==> config.mk <==
export PLATFORM = sky130hd
export DESIGN_NAME = dcp_ctrl
export DESIGN_NICKNAME = d
export VERILOG_FILES = /design/src/inc/dcp_pkg.sv /design/src/rtl/dcp_ctrl.sv
export VERILOG_INCLUDE_DIRS = /design/src /design/src/inc
export SDC_FILE = /design/constraint.sdc
export NUM_CORES = 1
export LEC_CHECK = 0
export ABC_AREA = 1
export ABC_CLOCK_PERIOD_IN_PS = 4700
export BUFFER_PORTS_ARGS = -buffer_cell sky130_fd_sc_hd__buf_4
export CAP_MARGIN = 20
export CORE_ASPECT_RATIO = 0.6
export CORE_MARGIN = 2
export CORE_UTILIZATION = 64
export CTS_BUF_LIST = sky130_fd_sc_hd__clkbuf_8
export DETAILED_ROUTE_END_ITERATION = 6
export PLACE_DENSITY = 0.88
export SYNTH_ARGS = -nofsm -noshare
export SYNTH_HDL_FRONTEND = slang
export SYNTH_SLANG_ARGS = --single-unit
==> constraint.sdc <==
create_clock -name i_core_clk -period 4.7 [get_ports i_core_clk]
set_input_delay 0.235 -clock i_core_clk [delete_from_list [all_inputs] [get_ports i_core_clk]]
set_output_delay 0.235 -clock i_core_clk [all_outputs]
set_load 0.03 [all_outputs]
==> src/inc/dcp_regs.svh <==
`ifndef DCP_REGS_SVH
`define DCP_REGS_SVH
// Register offsets of the software port
`define DCP_REG_CMD        4'h0
`define DCP_REG_MR5        4'h4
`define DCP_REG_STAT       4'h8
`define DCP_REG_CTRL       4'hC
// Command register fields
`define DCP_CMD_CKE        22
`define DCP_CMD_ACT        21
`define DCP_CMD_BG_LSB     19
`define DCP_CMD_BA_LSB     17
// Mode register 5 fields
`define DCP_MR5_PL_LSB     0
`define DCP_MR5_ERR_BIT    4
`define DCP_MR5_PERS_BIT   9
`define DCP_MR5_BG         2'h1
`define DCP_MR5_BA         2'h1
// Control register fields
`define DCP_CTRL_CLR       0
`define DCP_CTRL_CKSTOP    1
`define DCP_CTRL_FLAGCLR   2
`define DCP_CTRL_AUTOCLR   3
// Timing, clock is 250 MHz
`define DCP_CLK_MHZ        250
`define DCP_T_MOD_NCK      24
`define DCP_ALERT_ON_NS    10
`define DCP_ALERT_ON_CYC   ((`DCP_ALERT_ON_NS * `DCP_CLK_MHZ + 999) / 1000)
`define DCP_REL_DES_NS     3
`define DCP_REL_DES_CYC    (1 + (`DCP_REL_DES_NS * `DCP_CLK_MHZ + 999) / 1000)
`define DCP_T_RFC_NS       350
`define DCP_T_RFC_CYC      ((`DCP_T_RFC_NS * `DCP_CLK_MHZ + 999) / 1000)
`define DCP_XS_WIN_CYC     128
`define DCP_EXTRA_REF      2
`endif

==> src/inc/dcp_pkg.sv <==
package dcp_pkg;
  typedef logic [16:0] dcp_addr_t;
  typedef logic [1:0]  dcp_grp_t;
  typedef logic [3:0]  dcp_radr_t;
  typedef logic [31:0] dcp_word_t;
  typedef enum logic [3:0] {
    S_IDLE  = 4'b0001,
    S_WAIT  = 4'b0010,
    S_ALERT = 4'b0100,
    S_POST  = 4'b1000
  } dcp_state_e;
endpackage

==> src/rtl/dcp_ctrl.sv <==
`timescale 1ns/1ps
`include "dcp_regs.svh"
// What the document asks of this block and of the device
// RULE1: Issue extra refreshes after every alert
// RULE2: Device reads status after alert window
// RULE3: Device keeps first error log
// RULE4: Device latency write-only, status read/write, log read-only
// RULE5: Only ever write zero to status
// RULE6: Device may block writing one
// RULE7: Device persistent mode resumes checking
// RULE8: Log undefined after several errors
// RULE9: Device times alert pulse itself
// RULE10: Send only deselects after alert
// RULE11: Latency codes 0,4,5,6,8 clocks
// RULE12: Device status bit shows pending error
// RULE13: Device stops checking until status cleared
// RULE14: Device recovers within alert pulse
// RULE15: Commands before error are uncertain
// RULE16: Change latency only through disabled
// RULE17: Device adds latency to read/write
// RULE18: Device turns bad entry into power-down
// RULE19: Keep clock until error detectable
// RULE20: Deselects only during recovery
// RULE21: Only mode writes or ZQ after exit error; code filters queued commands only, owed refreshes still go out
// RULE22: Mode command spacing stretched by latency
// RULE23: Even parity over covered inputs
// RULE24: Device drives alert low on error
// RULE25: Parity covers command, address, bank bits
module dcp_ctrl #(
  parameter int EXTRA_REF = `DCP_EXTRA_REF
) (
  input  wire logic              i_core_clk,
  input  wire logic              i_nrst,
  input  wire dcp_pkg::dcp_radr_t i_addr,
  input  wire dcp_pkg::dcp_word_t i_wdata,
  input  wire logic              i_wr,
  input  wire logic              i_rd,
  output      dcp_pkg::dcp_word_t o_rdata,
  input  wire logic              i_alert_n,
  output      logic              o_cs_n,
  output      logic              o_act_n,
  output      dcp_pkg::dcp_addr_t o_a,
  output      dcp_pkg::dcp_grp_t  o_bg,
  output      dcp_pkg::dcp_grp_t  o_ba,
  output      logic              o_par,
  output      logic              o_cke,
  output      logic              o_ck_en
);
  import dcp_pkg::*;

  dcp_state_e st_r;
  logic [22:0] cmd_r;
  logic        cmd_pend_r, mr_pend_r, clr_pend_r;
  logic [2:0]  tgt_pl_r, cur_pl_r;
  logic        tgt_pers_r, cur_pers_r;
  logic        ckstop_r, autoclr_r;
  logic [7:0]  wait_r, guard_r, xs_r;
  logic [3:0]  ref_owed_r;
  logic [1:0]  err_cnt_r;
  logic        uncert_r, refused_r, restrict_r, sr_r;

  // Latency decode in clocks; unused codes treated as disabled
  function automatic logic [3:0] pl_cyc(input logic [2:0] code);
    unique case (code) // RULE11
      3'h1:    pl_cyc = 4'h4;
      3'h2:    pl_cyc = 4'h5;
      3'h3:    pl_cyc = 4'h6;
      3'h4:    pl_cyc = 4'h8;
      default: pl_cyc = 4'h0;
    endcase
  endfunction

  ////////////////////////////////////////////////////////////////////////////
  // Issue decisions
  logic       idle_go, do_mr, do_clr, do_cmd, do_ref, mr_step0, cmd_ok;
  logic       alert_fell, cmd_sre, cmd_srx;
  logic [2:0] send_pl;
  logic [3:0] pl_max;
  logic       alert_d_r;

  assign idle_go  = (st_r == S_IDLE) && i_alert_n;
  assign do_mr    = idle_go && mr_pend_r;
  assign do_clr   = idle_go && !mr_pend_r && clr_pend_r;
  assign do_cmd   = idle_go && !mr_pend_r && !clr_pend_r && cmd_pend_r;
  assign do_ref   = idle_go && !mr_pend_r && !clr_pend_r && !cmd_pend_r && (ref_owed_r != 4'h0);
  // Never hop between two non-zero latencies
  assign mr_step0 = (cur_pl_r != 3'h0) && (tgt_pl_r != 3'h0) && (cur_pl_r != tgt_pl_r); // RULE16
  assign send_pl  = mr_step0 ? 3'h0 : tgt_pl_r; // RULE16
  assign pl_max   = (pl_cyc(cur_pl_r) > pl_cyc(send_pl)) ? pl_cyc(cur_pl_r) : pl_cyc(send_pl);
  // After an exit error only mode writes and ZQ may pass from the command register
  assign cmd_ok   = !restrict_r || (cmd_r[`DCP_CMD_ACT] &&
                    ((cmd_r[16:14] == 3'h0) || (cmd_r[16:14] == 3'h6))); // RULE21
  assign cmd_sre  = cmd_r[`DCP_CMD_ACT] && (cmd_r[16:14] == 3'h1) && !cmd_r[`DCP_CMD_CKE] && o_cke;
  assign cmd_srx  = sr_r && cmd_r[`DCP_CMD_CKE];
  assign alert_fell = alert_d_r && !i_alert_n; // RULE24

  ////////////////////////////////////////////////////////////////////////////
  // Software port
  always_ff @(posedge i_core_clk or negedge i_nrst) begin
    if (!i_nrst) begin
      cmd_r      <= 23'h400000;
      cmd_pend_r <= 1'b0;
      mr_pend_r  <= 1'b0;
      clr_pend_r <= 1'b0;
      tgt_pl_r   <= 3'h0;
      tgt_pers_r <= 1'b0;
      ckstop_r   <= 1'b0;
      autoclr_r  <= 1'b0;
      o_rdata    <= 32'h0;
    end else begin
      if (do_cmd) cmd_pend_r <= 1'b0;
      if (do_mr && !mr_step0) mr_pend_r <= 1'b0;
      if (do_clr) clr_pend_r <= 1'b0;
      // Persistent mode off: checking only resumes once status is cleared
      if (st_r == S_POST && autoclr_r && !cur_pers_r) clr_pend_r <= 1'b1;
      if (i_wr) begin
        unique case (i_addr)
          `DCP_REG_CMD: if (!cmd_pend_r) begin
            cmd_r      <= i_wdata[22:0];
            cmd_pend_r <= 1'b1;
          end
          `DCP_REG_MR5: begin
            tgt_pl_r   <= i_wdata[`DCP_MR5_PL_LSB +: 3];
            tgt_pers_r <= i_wdata[`DCP_MR5_PERS_BIT];
            mr_pend_r  <= 1'b1;
          end
          `DCP_REG_CTRL: begin
            if (i_wdata[`DCP_CTRL_CLR]) clr_pend_r <= 1'b1;
            ckstop_r  <= i_wdata[`DCP_CTRL_CKSTOP];
            autoclr_r <= i_wdata[`DCP_CTRL_AUTOCLR];
          end
          default: ;
        endcase
      end
      o_rdata <= 32'h0;
      if (i_rd) begin
        unique case (i_addr)
          `DCP_REG_CMD:  o_rdata <= {9'h0, cmd_r};
          `DCP_REG_MR5:  o_rdata <= {22'h0, cur_pers_r, 6'h0, cur_pl_r};
          // Log is only meaningful after exactly one error
          `DCP_REG_STAT: o_rdata <= {16'h0, ref_owed_r, err_cnt_r, (err_cnt_r == 2'h1), // RULE8
                                     uncert_r, refused_r, restrict_r, sr_r, st_r, cmd_pend_r};
          `DCP_REG_CTRL: o_rdata <= {28'h0, autoclr_r, 1'b0, ckstop_r, 1'b0};
          default:       o_rdata <= 32'h0;
        endcase
      end
    end
  end

  ////////////////////////////////////////////////////////////////////////////
  // Sequencer and command pins
  always_ff @(posedge i_core_clk or negedge i_nrst) begin
    if (!i_nrst) begin
      st_r       <= S_IDLE;
      wait_r     <= 8'h0;
      cur_pl_r   <= 3'h0;
      cur_pers_r <= 1'b0;
      o_cs_n     <= 1'b1;
      o_act_n    <= 1'b1;
      o_a        <= '0;
      o_bg       <= 2'h0;
      o_ba       <= 2'h0;
      o_par      <= 1'b0;
      o_cke      <= 1'b1;
    end else begin
      o_cs_n <= 1'b1; // RULE10 RULE20
      unique case (st_r)
        S_IDLE: begin
          if (!i_alert_n) begin
            st_r <= S_ALERT; // RULE10
          end else if (do_mr || do_clr) begin
            o_cs_n  <= 1'b0;
            o_act_n <= 1'b1;
            o_bg    <= `DCP_MR5_BG;
            o_ba    <= `DCP_MR5_BA;
            o_a     <= '0;
            o_a[`DCP_MR5_PL_LSB +: 3] <= do_mr ? send_pl : cur_pl_r;
            o_a[`DCP_MR5_PERS_BIT]    <= do_mr ? tgt_pers_r : cur_pers_r;
            o_a[`DCP_MR5_ERR_BIT]     <= 1'b0; // RULE5 RULE6
            o_par   <= ^{1'b1, do_mr ? send_pl : cur_pl_r,
                         do_mr ? tgt_pers_r : cur_pers_r, `DCP_MR5_BG, `DCP_MR5_BA}; // RULE23
            if (do_mr) begin
              cur_pl_r   <= send_pl;
              cur_pers_r <= tgt_pers_r;
            end
            // Entering or leaving parity stretches the spacing by the latency
            wait_r <= 8'(`DCP_T_MOD_NCK - 1) + 8'(pl_max); // RULE22
            st_r   <= S_WAIT;
          end else if (do_cmd) begin
            if (cmd_ok) begin
              o_cs_n  <= 1'b0;
              o_act_n <= cmd_r[`DCP_CMD_ACT];
              o_bg    <= cmd_r[`DCP_CMD_BG_LSB +: 2];
              o_ba    <= cmd_r[`DCP_CMD_BA_LSB +: 2];
              o_a     <= cmd_r[16:0];
              o_par   <= ^cmd_r[21:0]; // RULE23 RULE25
            end
            o_cke <= cmd_r[`DCP_CMD_CKE];
          end else if (do_ref) begin
            o_cs_n  <= 1'b0;
            o_act_n <= 1'b1;
            o_a     <= {3'h1, 14'h0};
            o_bg    <= 2'h0;
            o_ba    <= 2'h0;
            o_par   <= 1'b0; // RULE23
            wait_r  <= 8'(`DCP_T_RFC_CYC - 1);
            st_r    <= S_WAIT;
          end
        end
        S_WAIT: begin
          if (!i_alert_n) st_r <= S_ALERT; // RULE10
          else if (wait_r == 8'h0) st_r <= S_IDLE;
          else wait_r <= wait_r - 8'h1;
        end
        S_ALERT: begin
          // Deselects keep going past the release of the alert
          if (i_alert_n) begin
            wait_r <= 8'(`DCP_REL_DES_CYC - 1); // RULE20
            st_r   <= S_POST;
          end
        end
        S_POST: begin
          if (!i_alert_n) st_r <= S_ALERT;
          else if (wait_r == 8'h0) st_r <= S_IDLE;
          else wait_r <= wait_r - 8'h1;
        end
        default: st_r <= S_IDLE;
      endcase
    end
  end

  ////////////////////////////////////////////////////////////////////////////
  // Error bookkeeping, refresh debt, self-refresh tracking
  always_ff @(posedge i_core_clk or negedge i_nrst) begin
    if (!i_nrst) begin
      alert_d_r  <= 1'b1;
      err_cnt_r  <= 2'h0;
      uncert_r   <= 1'b0;
      refused_r  <= 1'b0;
      restrict_r <= 1'b0;
      ref_owed_r <= 4'h0;
      sr_r       <= 1'b0;
      xs_r       <= 8'h0;
      guard_r    <= 8'h0;
      o_ck_en    <= 1'b1;
    end else begin
      alert_d_r <= i_alert_n;
      // Flag clear first so that a same-cycle event still sets
      if (i_wr && i_addr == `DCP_REG_CTRL && i_wdata[`DCP_CTRL_FLAGCLR]) begin
        uncert_r  <= 1'b0;
        refused_r <= 1'b0;
      end
      if (do_clr) begin
        err_cnt_r  <= 2'h0;
        restrict_r <= 1'b0;
      end
      if (alert_fell) begin
        if (err_cnt_r != 2'h3) err_cnt_r <= err_cnt_r + 2'h1; // RULE8
        uncert_r <= 1'b1; // RULE15
        if (xs_r != 8'h0) restrict_r <= 1'b1; // RULE21
      end
      if (do_cmd && !cmd_ok) refused_r <= 1'b1; // RULE21
      // A refresh may have been lost in the alert window
      if (st_r == S_ALERT && i_alert_n) begin
        ref_owed_r <= ref_owed_r + 4'(EXTRA_REF); // RULE1
      end else if (do_ref) begin
        ref_owed_r <= ref_owed_r - 4'h1;
      end
      if (xs_r != 8'h0) xs_r <= xs_r - 8'h1;
      if (guard_r != 8'h0) guard_r <= guard_r - 8'h1;
      if (do_cmd && cmd_ok && cmd_sre) begin
        sr_r    <= 1'b1;
        guard_r <= 8'(`DCP_ALERT_ON_CYC) + 8'(pl_cyc(cur_pl_r)); // RULE19
      end else if (do_cmd && cmd_srx) begin
        sr_r <= 1'b0;
        xs_r <= 8'(`DCP_XS_WIN_CYC);
      end
      // Clock stops only once a parity error on entry would have shown
      o_ck_en <= !(ckstop_r && sr_r && guard_r == 8'h0 && i_alert_n
                   && st_r == S_IDLE); // RULE19
    end
  end

  ////////////////////////////////////////////////////////////////////////////
  // Checks
  logic [7:0] gap_r, need_r;
  logic [2:0] last_pl_r;
  logic       mr_seen_r;
  always_ff @(posedge i_core_clk or negedge i_nrst) begin
    if (!i_nrst) begin
      gap_r     <= 8'hFF;
      need_r    <= 8'h0;
      last_pl_r <= 3'h0;
      mr_seen_r <= 1'b0;
    end else if (!o_cs_n && o_act_n && o_a[16:14] == 3'h0 && o_ba == `DCP_MR5_BA
                 && o_bg == `DCP_MR5_BG) begin
      gap_r     <= 8'h1;
      need_r    <= 8'(`DCP_T_MOD_NCK) + 8'(pl_cyc(last_pl_r) > pl_cyc(o_a[2:0]) ?
                   pl_cyc(last_pl_r) : pl_cyc(o_a[2:0]));
      last_pl_r <= o_a[2:0];
      mr_seen_r <= 1'b1;
    end else if (gap_r != 8'hFF) begin
      gap_r <= gap_r + 8'h1;
    end
  end
endmodule

Word level (Yosys, flattened, before mapping). Cells that the tools add are included.

Register bits after elaboration: 133. Input port bits: 41. Output and inout port bits: 58. Word-level logic and storage cells: 221.

$add $sub $neg: 8. Order comparisons: 1. Equality and inequality tests: 30. Multiplexer cells: 80. Bitwise gates (word level): 2. Reductions and logical operators: 70.

Operators by type and width (count): 2-to-1 mux 8 bit (12); one-hot mux 23 bit (4 select lines) (1); 2-to-1 mux 17 bit (4); 2-to-1 mux 4 bit (11); 2-to-1 mux 1 bit (35); one-hot mux 4 bit (4 select lines) (2); logical AND 1 bit (30); one-hot mux 8 bit (3 select lines) (1); subtractor 8 x 1 -> 8 bit (second input constant) (3); 2-to-1 mux 23 bit (1); parity 22 bit (1); 2-to-1 mux 2 bit (10); logical NOT 8 bit (2); nonzero test 8 bit (2); equality test 3 x 2 -> 1 bit (second input constant) (4); equality test 4 bit (second input constant) (3); one-hot mux 4 bit (3 select lines) (1); AND reduction 4 bit (3); nonzero test 3 bit (4); logical NOT 1 bit (10); nonzero test 2 bit (5); equality test 3 x 1 -> 1 bit (second input constant) (3); equality test 3 bit (second input constant) (3); != test 3 x 2 -> 1 bit (second input constant) (3); other kinds (26) (37).

Longest topological paths before layout. Gate-level depths: netlist (run 1).

Word-level depth: 12. Depth in mapped cells: 21. Mapped depth without buffers: 20.

Least setup slack after synthesis (run 1). No wires, ideal clock.

Kind: reg2reg. From: reg cur_pl_r[0]. To: reg wait_r[1]. Library setup time: 0.077 ns. Arrival time: 2.442 ns. Data required time: 4.623 ns. Setup slack: 2.181 ns. Stages on the path, launching flop included: 16. Path buffers: 0. Period minus slack after synthesis: 2.519 ns. Cells stage by stage: dfrtp_1 > inv_1 > nand2_1 > o21ai_0 > inv_1 > nand2_2 > nand4_1 > ha_1 > nand2_1 > o21ai_0 > nand2_1 > o21ai_0 > ha_1 > o221ai_1 > nor2_1 > a21oi_1.

Word-level cells in the longest chain between the ends: 12. Elaborated cells between the ends (all ways): 21. Those cells by class: add/sub (1); order compare (1); eq/ne (9); mux (7); reduce/logical (3).

RTL lines: from (decl) (RTL line dcp_ctrl.sv:54) `logic [2:0] tgt_pl_r, cur_pl_r;`; from (signal assigned) (RTL line dcp_ctrl.sv:183) `cur_pl_r <= send_pl;`; nonzero test 3 bit (RTL line dcp_ctrl.sv:87) `assign mr_step0 = (cur_pl_r != 3'h0) && (tgt_pl_r != 3'h0) && (cur_pl_r != tgt_pl_r);`; logical AND 1 bit (2 in a row) (RTL line dcp_ctrl.sv:87); 2-to-1 mux 3 bit (RTL line dcp_ctrl.sv:88) `assign send_pl = mr_step0 ? 3'h0 : tgt_pl_r;`; equality test 3 bit (tied with other cells) (RTL line dcp_ctrl.sv:64) `unique case (code)`; one-hot mux 4 bit (4 select lines) (RTL line dcp_ctrl.sv:64); greater-than comparator 4 bit (RTL line dcp_ctrl.sv:89) `assign pl_max = (pl_cyc(cur_pl_r) > pl_cyc(send_pl)) ? pl_cyc(cur_pl_r) : pl_cyc(send_pl);`; 2-to-1 mux 4 bit * (RTL line dcp_ctrl.sv:89); adder 5 x 4 -> 6 bit * (RTL line dcp_ctrl.sv:187) `` wait_r <= 8'(`DCP_T_MOD_NCK - 1) + 8'(pl_max); ``; 2-to-1 mux 8 bit * (RTL line dcp_ctrl.sv:171) `end else if (do_mr || do_clr) begin`; 2-to-1 mux 8 bit * (RTL line dcp_ctrl.sv:169) `if (!i_alert_n) begin`; one-hot mux 8 bit (3 select lines) * (RTL line dcp_ctrl.sv:167) `unique case (st_r)`; to (signal assigned) (RTL line dcp_ctrl.sv:187); to (signal assigned) (RTL line dcp_ctrl.sv:206) `` wait_r <= 8'(`DCP_T_RFC_CYC - 1); ``; to (signal assigned) (RTL line dcp_ctrl.sv:213) `else wait_r <= wait_r - 8'h1;`; to (decl) (RTL line dcp_ctrl.sv:57) `logic [7:0] wait_r, guard_r, xs_r;`.

Mark *: on every way between the ends. The rest lies on a longest branch, timed or not. The select of a mux whose other input is x is not followed. A chain may end at the register's enable or synchronous reset.

Worst setup path in the final report (run 1).
From: reg cur_pl_r[0]. To: reg wait_r[2].

The elaborated chain is that of the path after synthesis.

==> results of run 1 <==
-- area by class of cell --
cell class                 count  area (sq um)
clock buffer                  21         289.0
clock inverter                11         102.6
fill                         698          2293
inverter                     131         494.2
multi-input combinational    550          2784
sequential                   124          3112
tap                          135         168.9
timing repair buffer          84         635.6
-- flip-flops by register name (all words and copies together) (netlist names), 2 cells and up --
| signal | flops |
|---|---|
| cmd_r | 23 |
| ref_owed_r | 4 |
| err_cnt_r | 2 |
| cur_pl_r | 3 |
| wait_r | 8 |
| o_a | 17 |
| o_ba | 2 |
| xs_r | 8 |
| guard_r | 8 |
| o_rdata | 23 |
| tgt_pl_r | 3 |
| o_bg | 2 |
| st_r | 4 |
-- worst register-to-register path, stage by stage (launching register included) --
cell and delay, ns:
sky130_fd_sc_hd__dfrtp_1 0.46, sky130_fd_sc_hd__inv_1 0.16, sky130_fd_sc_hd__nand2_1 0.13, sky130_fd_sc_hd__o21ai_0 0.17
sky130_fd_sc_hd__inv_1 0.07, sky130_fd_sc_hd__nand2_2 0.18, sky130_fd_sc_hd__nand4_1 0.19, sky130_fd_sc_hd__ha_1 0.36
sky130_fd_sc_hd__nand2_1 0.06, sky130_fd_sc_hd__o21ai_0 0.29, sky130_fd_sc_hd__nand2_1 0.22, sky130_fd_sc_hd__nand2_1 0.15
sky130_fd_sc_hd__o21ai_0 0.16, sky130_fd_sc_hd__ha_1 0.24, sky130_fd_sc_hd__inv_1 0.07, sky130_fd_sc_hd__nand3_1 0.07
sky130_fd_sc_hd__nand3_1 0.09, sky130_fd_sc_hd__nand2_1 0.06, sky130_fd_sc_hd__a21boi_0 0.16
-- metal layers --
| layer | wire length, um | vias to the layer above |
|---|---|---|
| met2 | 7844 | 333 |
| met1 | 7286 | 2813 |
| met5 | 0 | - |
| met3 | 1632 | 65 |
| met4 | 501 | 0 |
| li1 | - | 2755 |
-- worst max path at each step --
stage               depth (start not counted)        start        end  slack [ns]
floorplan                                  15  cur_pl_r[0]  wait_r[1]        2.18
global placement                           15  cur_pl_r[1]  wait_r[1]        1.89
detailed placement                         18  cur_pl_r[0]  wait_r[2]        1.58
CTS                                        15  cur_pl_r[0]  wait_r[1]        1.56
global route                               18  cur_pl_r[1]  wait_r[2]        1.12
finish                                     18  cur_pl_r[0]  wait_r[2]        1.32
-- cell families after synthesis --
kind of cell | share of synthesized area [%]
compound gates | 11.23
xor+xnor | 2.419
flops | 47.75
fa+ha+maj | 3.648
other cells | 0.05755
simple gates | 24.90
buf+inv | 9.985
-- report_power, final --
group	internal (mW)	switching (mW)	total, mW
Combinational	0.742	1.51	2.25
Clock	0.516	0.422	0.938
Sequential	1.40	0.312	1.72
-- stage by stage --
step           cells  utilization, %  area (sq um)  setup WS, ns
6_report        1056           76.79          7586         1.324
5_1_grt         1056           76.79          7586         1.118
4_1_cts         1056           76.79          7586         1.564
3_5_place_dp    1022           72.62          7174         1.577
3_3_place_gp    1022           72.62          7174         1.893
2_1_floorplan    829               -          6546         2.181
-- placed cells by master, fill, tap and decap left out, drive strengths merged, types with 2 or more instances in the layout --
cell and count:
nand2 234, inv 134, dfrtp 117, buf 82, nor2 75, o21ai 60
a21oi 42, nand3 36, clkbuf 21, ha 19, nand4 12, nor3 10
xnor2 9, xor2 9, conb 9, a31oi 8, dfstp 7, o221ai 6
clkinv 5, or2 4, o211ai 3, a22oi 3, o22ai 3, a21boi 3
nand3b 2, bufinv 2, dlygate4sd3 2
==> key figures, run 1 <==
Status
  • Result of the run: finished, final reports clean

STA
  • Max-slew violation count: 0
  • Headroom to the max-slew limit: 31.31%
  • Slew at the pin closest to its max-slew limit: 1.025 ns
  • Worst Skew: 0.01184 ns
  • Final period utilization: 71.83%
  • Count of endpoints failing hold in the final timing report: 0
  • Setup repair after global routing missed its margin: false
  • Achievable clock frequency: 0.2962 GHz
  • Minimum clock period after layout: 3.376 ns
  • Setup TNS after final layout: 0 ns
  • Hold WS: 0.03128 ns
  • Endpoints failing setup: 0

Synthesis
  • Most frequent cell after synthesis: sky130_fd_sc_hd__nand2_1
  • Cell type with the largest total area after synthesis: sky130_fd_sc_hd__dfrtp_1
  • Synth top area cells: sky130_fd_sc_hd__dfrtp_1 45%, sky130_fd_sc_hd__nand2_1 13%, sky130_fd_sc_hd__inv_1 7.0%
  • Summed instance area of the synthesized netlist: 0.006516 sq mm
  • Mean instance size in the synthesized netlist: 7.937 sq um
  • Post-synth EDFFs: 0
  • Syn Inst Count: 821
  • Synth cell count leaders: 227 x sky130_fd_sc_hd__nand2_1, 121 x sky130_fd_sc_hd__inv_1, 117 x sky130_fd_sc_hd__dfrtp_1
  • Distinct cell type count after synthesis: 42
  • Yosys warning count: 0
  • Asr flop ratio synth: 100.0%
  • Part of the Yosys area used for sequential elements: 47.75%
  • Yosys reg bits: 124
  • Area share of the leading cell type in the synthesized netlist: 44.93%
  • Primary FF master, synth: sky130_fd_sc_hd__dfrtp_1

Critical path
  • RR Startpoint: cur_pl_r[0]
  • Worst Reg2Reg Path Length in Cells: 18
  • Kind of cell adding the most delay to the critical path: simple AND/OR/NAND/NOR gates
  • Delay of the slowest critical-path stage: 0.46 ns
  • Number of buffer and inverter stages on the critical path: 3
  • Biggest fanout along the worst timing path: 10
  • Ordered cell list for the critical path: inv_1 > nand2_1 > o21ai_0 > inv_1 > nand2_2 > nand4_1 > ha_1 > nand2_1 > o21ai_0 > nand2_1 > nand2_1 > o21ai_0 > ha_1 > inv_1 > nand3_1 > nand3_1 > nand2_1 > a21boi_0
  • Cell with the most instances on the worst path: sky130_fd_sc_hd__nand2_1
  • Crit path kind: reg2reg
  • R2r setup slk: 1.32 ns
  • Data required time at the worst endpoint: 5.07 ns
  • Critical-path top delay cell: sky130_fd_sc_hd__dfrtp_1
  • Capturing element type of the critical path: flop
  • Data arrival time of the worst path: 3.74 ns
  • Crit Reg-Reg Endpoint: wait_r[2]
  • CP Launch Type: flop

Flow run
  • Max-capacitance violation count: 0

Clock tree
  • Maximum clock path buffer count: 2
  • CTS Buf Count: 17
  • Number of buffers inserted for hold repair after clock tree synthesis: 2
  • Clock tree from TritonCTS: yes
  • H-tree depth: 4
  • Buffer type at the clock tree root: sky130_fd_sc_hd__clkbuf_8
  • Clk Latency, worst-skew pair: 0.45 ns
  • TritonCTS Sinks: 124
  • Clock-pin slew on the worst setup and hold paths: 0.08 ns
  • Buffers inserted by post-CTS timing repair: 0
  • PostCTS Resize Cnt: 0

Placed design
  • PortBufs: 80
  • Final estimated routing congestion in global placement: 0.9353
  • Placed wire-length estimate after detailed placement: 12270 um

Global route
  • Global-route wire length before repair: 28100 um
  • Routing layer with the top usage in global route: met2
  • Via count of the first global-routing pass: 5691
  • Number of antenna violations at the first check in global routing: 0
  • Overflow after GRT: 0
  • Met3 layer usage reported by global route: 9.402%
  • Largest net degree at the start of global routing: 78
  • GR Layer Usage met2: 52.60%
  • Combined global-route utilization of all metal layers: 33.61%
  • Met1 global-route usage: 45.89%

Floorplan
  • Width of the chip: 134.3 um
  • Die outline area: 0.01103 sq mm
  • IO Pins: 99
  • Height of the die: 82.16 um
  • Standard-cell rows: 28
  • Starting density of the core: 65.96%
  • Placeable core area: 0.009879 sq mm

Pwr
  • Cell Pwr Density: 646.5 mW/mm^2
  • Total power: 4.905 mW
  • Leak pwr: 4.082 nW
  • Peak supply drop: 0.4136 mV

Cells and area
  • N_diodes: 0
  • Area added between synthesis and finish: 16.42%
  • Fraction of layout cells with a size suffix above 1: 16.40%
  • Final #Nets: 968

Drt
  • DR vias: 5966
  • DRC violation count after routing: 0
  • Total iterations of the first detailed-routing run: 6
  • Routed WL per cell: 16.35 um
  • Post-route antenna net violation count: 0
  • Total Wirelength: 17260 um
  • Via count normalized by instance count: 5.650
  • Iteration-0 DRC Markers: 649

Hold path
  • Launch instance of the worst min-delay path: i_wdata[17]
  • Path category of the worst min-delay check: in2reg
  • Number of instances on the worst hold path: 3
  • Hold worst-path end: cmd_r[17]
(Power assumes the default switching activity.)
==> run 2: changes to the inputs <==
--- a/config.mk
+++ b/config.mk
@@ -7,15 +7,15 @@
 export NUM_CORES = 1
 export LEC_CHECK = 0
 export ABC_AREA = 1
-export ABC_CLOCK_PERIOD_IN_PS = 4700
+export ABC_CLOCK_PERIOD_IN_PS = 3000
 export BUFFER_PORTS_ARGS = -buffer_cell sky130_fd_sc_hd__buf_4
 export CAP_MARGIN = 20
 export CORE_ASPECT_RATIO = 0.6
 export CORE_MARGIN = 2
-export CORE_UTILIZATION = 64
+export CORE_UTILIZATION = 53
 export CTS_BUF_LIST = sky130_fd_sc_hd__clkbuf_8
 export DETAILED_ROUTE_END_ITERATION = 6
-export PLACE_DENSITY = 0.88
+export PLACE_DENSITY = 0.78
 export SYNTH_ARGS = -nofsm -noshare
 export SYNTH_HDL_FRONTEND = slang
 export SYNTH_SLANG_ARGS = --single-unit
==> constraint.sdc (replaced) <==
create_clock -name i_core_clk -period 3 [get_ports i_core_clk]
set_input_delay 0.15 -clock i_core_clk [delete_from_list [all_inputs] [get_ports i_core_clk]]
set_output_delay 0.15 -clock i_core_clk [all_outputs]
set_load 0.03 [all_outputs]
==> run 2 against run 1 <==
Fmax is 25% higher. Register-to-register slack worse by 1.0 ns. Global-route usage is 7.2 points lower. Via count is 2.1% lower. Utilization is 11 points lower. Worst hold slack worse by 0.014 ns. Worst setup slack worse by 1.0 ns. Non-clock buffer count is 30 higher. Sequential power is 55% higher. Critical endpoint unchanged. Largest cell class unchanged. Largest power group unchanged.
==> key figures, run 2 (synthesis results as in run 1) <==
Drt
  • Post-route antenna net violation count: 0
  • Routed WL per cell: 14.90 um
  • DRC violation count after routing: 0
  • Total iterations of the first detailed-routing run: 5
  • Iteration-0 DRC Markers: 648
  • DR vias: 5841
  • Via count normalized by instance count: 5.234
  • Total Wirelength: 16630 um

Global route
  • Via count of the first global-routing pass: 5497
  • GR Layer Usage met2: 38.05%
  • Met1 global-route usage: 40.71%
  • Combined global-route utilization of all metal layers: 26.40%
  • Global-route wire length before repair: 27670 um
  • Met3 layer usage reported by global route: 5.381%
  • Overflow after GRT: 0
  • Number of antenna violations at the first check in global routing: 0
  • Routing layer with the top usage in global route: met1
  • Largest net degree at the start of global routing: 68

STA
  • Count of endpoints failing hold in the final timing report: 0
  • Achievable clock frequency: 0.3698 GHz
  • Final period utilization: 90.15%
  • Worst Skew: 0.01455 ns
  • Slew at the pin closest to its max-slew limit: 0.8407 ns
  • Max-slew violation count: 0
  • Headroom to the max-slew limit: 43.52%
  • Endpoints failing setup: 0
  • Setup WS post-layout: 0.2955 ns
  • Hold WS: 0.01761 ns
  • Minimum clock period after layout: 2.704 ns

Pwr
  • Cell Pwr Density: 976.2 mW/mm^2
  • Leak pwr: 4.210 nW
  • Peak supply drop: 0.4339 mV

Critical path
  • Crit path kind: reg2reg
  • Crit Reg-Reg Endpoint: wait_r[2]
  • CP Launch Type: flop
  • Data required time at the worst endpoint: 3.36 ns
  • Capturing element type of the critical path: flop
  • Start point of the critical path: tgt_pl_r[1]
  • RR Startpoint: tgt_pl_r[1]
  • Data arrival time of the worst path: 3.06 ns
  • R2r setup slk: 0.30 ns
  • Biggest fanout along the worst timing path: 8
  • Worst Reg2Reg Path Length in Cells: 16

Placed design
  • Final estimated routing congestion in global placement: 0.8909
  • Placed wire-length estimate after detailed placement: 11740 um
  • Setup WS pre-CTS: 0.1372 ns
  • PortBufs: 80
  • Cell Area, Placed: 0.007267 sq mm

Cells and area
  • Final #Nets: 998
  • Most frequent cells in the layout: 226 x sky130_fd_sc_hd__nand2_1, 119 x sky130_fd_sc_hd__inv_1, 115 x sky130_fd_sc_hd__dfrtp_1
  • Most common library cell in the layout ignoring fill and taps: sky130_fd_sc_hd__nand2_1
  • N_diodes: 0
  • Area added between synthesis and finish: 22.10%
  • Fraction of layout cells with a size suffix above 1: 17.88%
  • Final standard cell area without fillers: 0.007956 sq mm
  • Core occupancy in the finished layout: 66.17%
  • Largest registers: cmd_r: 23 flops, o_rdata: 23 flops, o_a: 17 flops

Floorplan
  • Starting density of the core: 54.19%
  • Width of the chip: 147.2 um
  • Standard-cell rows: 31
  • Placeable core area: 0.01202 sq mm
  • IO Pins: 99
  • Die outline area: 0.01323 sq mm
  • Height of the die: 89.89 um

Clock tree
  • Clk Latency, worst-skew pair: 0.45 ns
  • Buffer type at the clock tree root: sky130_fd_sc_hd__clkbuf_8
  • Clock tree from TritonCTS: yes
  • CTS Buf Count: 17
  • TritonCTS Sinks: 124
  • Clock-pin slew on the worst setup and hold paths: 0.07 ns
  • H-tree depth: 4
  • Maximum clock path buffer count: 2

Hold path
  • Path category of the worst min-delay check: in2reg
  • Number of instances on the worst hold path: 3
  • Launch instance of the worst min-delay path: i_wdata[3]
  • Hold worst-path end: cmd_r[3]

Flow run
  • Max-capacitance violation count: 0

Status
  • Result of the run: finished, final reports clean
-- run 2: changes by cell type in the layout (fill, tap and decap cells not counted), sizes merged --
cell / previous run / this run
clkbuf: 21 / 17
buf: 82 / 91
bufinv: 2 / 3
dlygate4sd3: 2 / 23
inv: 134 / 136
clkinvlp: 1 / 2
-- run 2: repair_timing --
action	CTS	global route
endpoints found under the hold margin	54	0
hold buffers	23	0
endpoints found under the setup margin	0	3
resized for setup	0	8
buffers inserted	0	4
-- run 2: worst max-delay path by stage --
| stage | endpoint | cells after the start |
|---|---|---|
| floorplan | wait_r[1] | 15 |
| global placement | wait_r[1] | 15 |
| detailed placement | wait_r[2] | 18 |
| CTS | wait_r[1] | 16 |
| global route | wait_r[2] | 16 |
| finish | wait_r[2] | 16 |
-- run 2: metrics by stage --
step / cells / power (mW) / setup TNS [ns]
global route: 1116 / 8.338 / -0.02892
CTS: 1112 / 7.646 / 0
detailed placement: 1057 / 6.007 / 0
global placement: 1057 / 5.886 / 0
floorplan: 829 / 5.088 / 0
finish: 1116 / 7.767 / 0
-- run 2: final cells by class --
cell class              instances  area (sq um)
multi-input cells             550          2796
fillers                       983          4068
repair buffers                114         925.9
well taps                     165         206.4
clock inverters                15         185.2
flip-flops and latches        124          3114
clock buffers                  17         234.0
inverters                     131         494.2
-- run 2: power by group --
group | internal (mW) | leakage [nW] | switching [mW]
combinational | 1.23 | 2.49 | 2.29
sequential | 2.20 | 1.52 | 0.470
clock | 0.836 | 0.208 | 0.743
total | 4.27 | 4.21 | 3.50
-- run 2: routing by layer --
metal | vias up | part of all wire, %
li1 | 2822 | -
met1 | 2752 | 47
met2 | 243 | 42
met3 | 24 | 9.6
met4 | 0 | 1.4
met5 | - | 0
-- run 2: critical path, stage by stage (launching register included) --
cell                       delay [ns]
sky130_fd_sc_hd__dfrtp_1         0.48
sky130_fd_sc_hd__xnor2_1         0.22
sky130_fd_sc_hd__nand3_1         0.14
sky130_fd_sc_hd__nand2_4         0.14
sky130_fd_sc_hd__nand4_1         0.14
sky130_fd_sc_hd__ha_1            0.34
sky130_fd_sc_hd__nand2_1         0.06
sky130_fd_sc_hd__o21ai_1         0.15
sky130_fd_sc_hd__nand2_2         0.12
sky130_fd_sc_hd__nand2_1         0.09
sky130_fd_sc_hd__o21ai_1         0.09
sky130_fd_sc_hd__ha_1            0.22
sky130_fd_sc_hd__inv_1           0.08
sky130_fd_sc_hd__nand3_1         0.08
sky130_fd_sc_hd__nand3_1         0.09
sky130_fd_sc_hd__nand2_1         0.05
sky130_fd_sc_hd__a21boi_0        0.14
==> run 3: changes to the inputs <==
--- a/config.mk
+++ b/config.mk
@@ -8,7 +8,7 @@
 export LEC_CHECK = 0
 export ABC_AREA = 1
 export ABC_CLOCK_PERIOD_IN_PS = 3000
-export BUFFER_PORTS_ARGS = -buffer_cell sky130_fd_sc_hd__buf_4
+export BUFFER_PORTS_ARGS = -buffer_cell sky130_fd_sc_hd__buf_2
 export CAP_MARGIN = 20
 export CORE_ASPECT_RATIO = 0.6
 export CORE_MARGIN = 2
@@ -16,6 +16,8 @@
 export CTS_BUF_LIST = sky130_fd_sc_hd__clkbuf_8
 export DETAILED_ROUTE_END_ITERATION = 6
 export PLACE_DENSITY = 0.78
+export RECOVER_POWER = 25
+export SLEW_MARGIN = 20
 export SYNTH_ARGS = -nofsm -noshare
 export SYNTH_HDL_FRONTEND = slang
 export SYNTH_SLANG_ARGS = --single-unit
==> run 3 against run 2 <==
The flow now finishes with violations (capacitance limit, slew limit). Global-route usage shrank 1.6 points. Non-clock buffer count is 5 lower. Utilization down 2.3 points. Cell count fell by 0.45%. Total power decreased by 3.5%. Count of clock-buffer cells in the layout is the same. Worst setup slack worse by 0.054 ns. Sequential power about the same. Via count decreased by 1.2%. Register-to-register slack got worse by 0.05 ns. Clock skew down 0.0029 ns. Combinational power decreased by 4%. Critical endpoint unchanged. Highest routed layer unchanged.
==> key figures, run 3 (synthesis results as in run 1) <==
Clock tree
  • Clock tree from TritonCTS: yes
  • CTS Buf Count: 17
  • Clk Latency, worst-skew pair: 0.44 ns
  • H-tree depth: 4
  • Clock-pin slew on the worst setup and hold paths: 0.08 ns
  • Buffer type at the clock tree root: sky130_fd_sc_hd__clkbuf_8
  • TritonCTS Sinks: 124
  • Maximum clock path buffer count: 2

Drt
  • DRC violation count after routing: 0
  • DR vias: 5772
  • Iteration-0 DRC Markers: 502
  • Routed WL per cell: 14.20 um
  • Total iterations of the first detailed-routing run: 5
  • Via count normalized by instance count: 5.195
  • Total Wirelength: 15770 um
  • Post-route antenna net violation count: 0

Cells and area
  • Fraction of layout cells with a size suffix above 1: 17.65%
  • N_diodes: 0
  • Most common library cell in the layout ignoring fill and taps: sky130_fd_sc_hd__nand2_1
  • Final #Nets: 993
  • Non-filler instance count after layout: 1111
  • Largest registers: cmd_r: 23 flops, o_rdata: 23 flops, o_a: 17 flops
  • Most frequent cells in the layout: 226 x sky130_fd_sc_hd__nand2_1, 120 x sky130_fd_sc_hd__inv_1, 114 x sky130_fd_sc_hd__dfrtp_1
  • Area added between synthesis and finish: 17.80%

Pwr
  • Sw frac: 46.35%
  • Comb power frac: 45.1%
  • Net switching power of the design: 3.475 mW
  • Cell internal pwr: 4.022 mW
  • Part of the power in registers: 35.5%
  • Cell Pwr Density: 976.6 mW/mm^2
  • Leak pwr: 4.128 nW
  • Share of total power in the clock network: 19.3%
  • Peak supply drop: 0.4390 mV

Critical path
  • Crit path kind: reg2reg
  • Start point of the critical path: tgt_pl_r[0]
  • Delay of the slowest critical-path stage: 0.47 ns
  • Critical-path top delay cell: sky130_fd_sc_hd__dfrtp_2
  • Kind of cell adding the most delay to the critical path: simple AND/OR/NAND/NOR gates
  • Ordered cell list for the critical path: inv_1 > nand2_1 > nand2_1 > nand3_1 > nand2_4 > nand4_1 > ha_1 > nand2_1 > o21ai_1 > nand2_2 > nand2_1 > o21ai_0 > ha_1 > inv_1 > nand3_1 > nand3_1 > nand2_1 > a21boi_1
  • Data required time at the worst endpoint: 3.36 ns
  • Biggest fanout along the worst timing path: 10
  • Data arrival time of the worst path: 3.12 ns
  • CP Launch Type: flop
  • Cell with the most instances on the worst path: sky130_fd_sc_hd__nand2_1
  • Number of buffer and inverter stages on the critical path: 2
  • RR Startpoint: tgt_pl_r[0]
  • Capturing element type of the critical path: flop
  • Crit Reg-Reg Endpoint: wait_r[2]
  • R2r setup slk: 0.24 ns
  • Worst Reg2Reg Path Length in Cells: 18

Flow run
  • Max-capacitance violation count: 1

STA
  • Worst Skew: 0.01167 ns
  • Minimum clock period after layout: 2.759 ns
  • Final period utilization: 91.95%
  • Setup repair after global routing missed its margin: false
  • Achievable clock frequency: 0.3625 GHz
  • Count of endpoints failing hold in the final timing report: 0
  • Headroom to the max-slew limit: -11.74%
  • Slew at the pin closest to its max-slew limit: 1.676 ns
  • Max-slew violation count: 125
  • Endpoints failing setup: 0
  • Setup TNS after final layout: 0 ns

Floorplan
  • Starting density of the core: 54.19%
  • Width of the chip: 147.2 um
  • IO Pins: 99
  • Standard-cell rows: 31
  • Die outline area: 0.01323 sq mm
  • Height of the die: 89.89 um
  • Placeable core area: 0.01202 sq mm

Hold path
  • Path category of the worst min-delay check: in2reg
  • Launch instance of the worst min-delay path: i_wdata[9]
  • Number of instances on the worst hold path: 3
  • Hold worst-path end: cmd_r[9]

Placed design
  • PortBufs: 80
  • Post-Place Cells: 1055
  • Placed wire-length estimate after detailed placement: 11180 um
  • Final estimated routing congestion in global placement: 0.8768

Status
  • Violated checks: capacitance limit, slew limit
  • Result of the run: complete, but fails checks

Global route
  • Overflow after GRT: 0
  • Largest net degree at the start of global routing: 125
  • Combined global-route utilization of all metal layers: 24.77%
  • Global-route wire length before repair: 26020 um
  • Via count of the first global-routing pass: 5298
  • Number of antenna violations at the first check in global routing: 0
[run 3: cell count changes in the layout (fill, tap and decap cells not counted), sizes merged]
cell / before / now
clkinvlp: 2 / 3
inv: 136 / 137
bufinv: 3 / 1
clkbuf: 17 / 20
dlygate4sd3: 23 / 21
buf: 91 / 85
[run 3: tightest hold or removal path, stage by stage]
cell,delay [ns]
sky130_fd_sc_hd__buf_2,0.09
sky130_fd_sc_hd__inv_1,0.07
sky130_fd_sc_hd__o21ai_1,0.13
[run 3: power groups by stage]
stage / Clock [mW] / Combinational, mW / Sequential [mW]
after CTS: 1.47 / 3.26 / 2.65
after floorplan: 0 / 2.25 / 2.83
after global routing: 1.56 / 3.84 / 2.73
after detailed placement: 0 / 3.22 / 2.67
final: 1.45 / 3.38 / 2.66
after global placement: 0 / 3.11 / 2.66
[run 3: per-layer routing]
| metal | global-route usage (%) | vias to the layer above | share of wire, % |
|---|---|---|---|
| li1 | - | 2817 | - |
| met1 | 38.36 | 2710 | 48 |
| met2 | 33.64 | 219 | 41 |
| met3 | 6.244 | 26 | 9.0 |
| met4 | 8.173 | 0 | 1.5 |
| met5 | 0 | - | 0 |
[run 3: worst max-delay path by stage]
stage / slack [ns] / cells after the start / endpoint
after floorplan: 0.48 / 15 / wait_r[1]
after global placement: 0.25 / 15 / wait_r[1]
after detailed placement: 0.07 / 18 / wait_r[2]
after CTS: 0.02 / 18 / wait_r[2]
after global routing: 0.02 / 18 / wait_r[2]
final: 0.24 / 18 / wait_r[2]
[run 3: layout make-up]
class                      instances  area [sq um]
inverter                         131         494.2
multi-input combinational        550          2800
tap                              165         206.4
clock buffer                      17         234.0
clock inverter                    15         153.9
sequential                       124          3115
timing repair buffer             109         671.9
fill                            1026          4348
[run 3: per-stage QoR]
stage / setup WS (ns) / cell area (sq um) / total power [mW] / utilization [%] / hold slack [ns]
floorplan: 0.4805 / 6546 / 5.088 / - / -0.1456
global placement: 0.2474 / 7054 / 5.769 / 58.67 / 0.3019
detailed placement: 0.06766 / 7054 / 5.893 / 58.67 / 0.3093
CTS: 0.01504 / 7652 / 7.375 / 63.64 / 0.009496
global route: 0.01682 / 7676 / 8.127 / 63.84 / 0.03988
finish: 0.2414 / 7676 / 7.496 / 63.84 / 0.04216
[run 3: repair_timing]
item	4_1_cts	5_1_grt
hold endpoints to repair	138	0
setup buffers	0	3
hold buffers	21	0
setup endpoints to repair	0	5
resized for setup	0	11
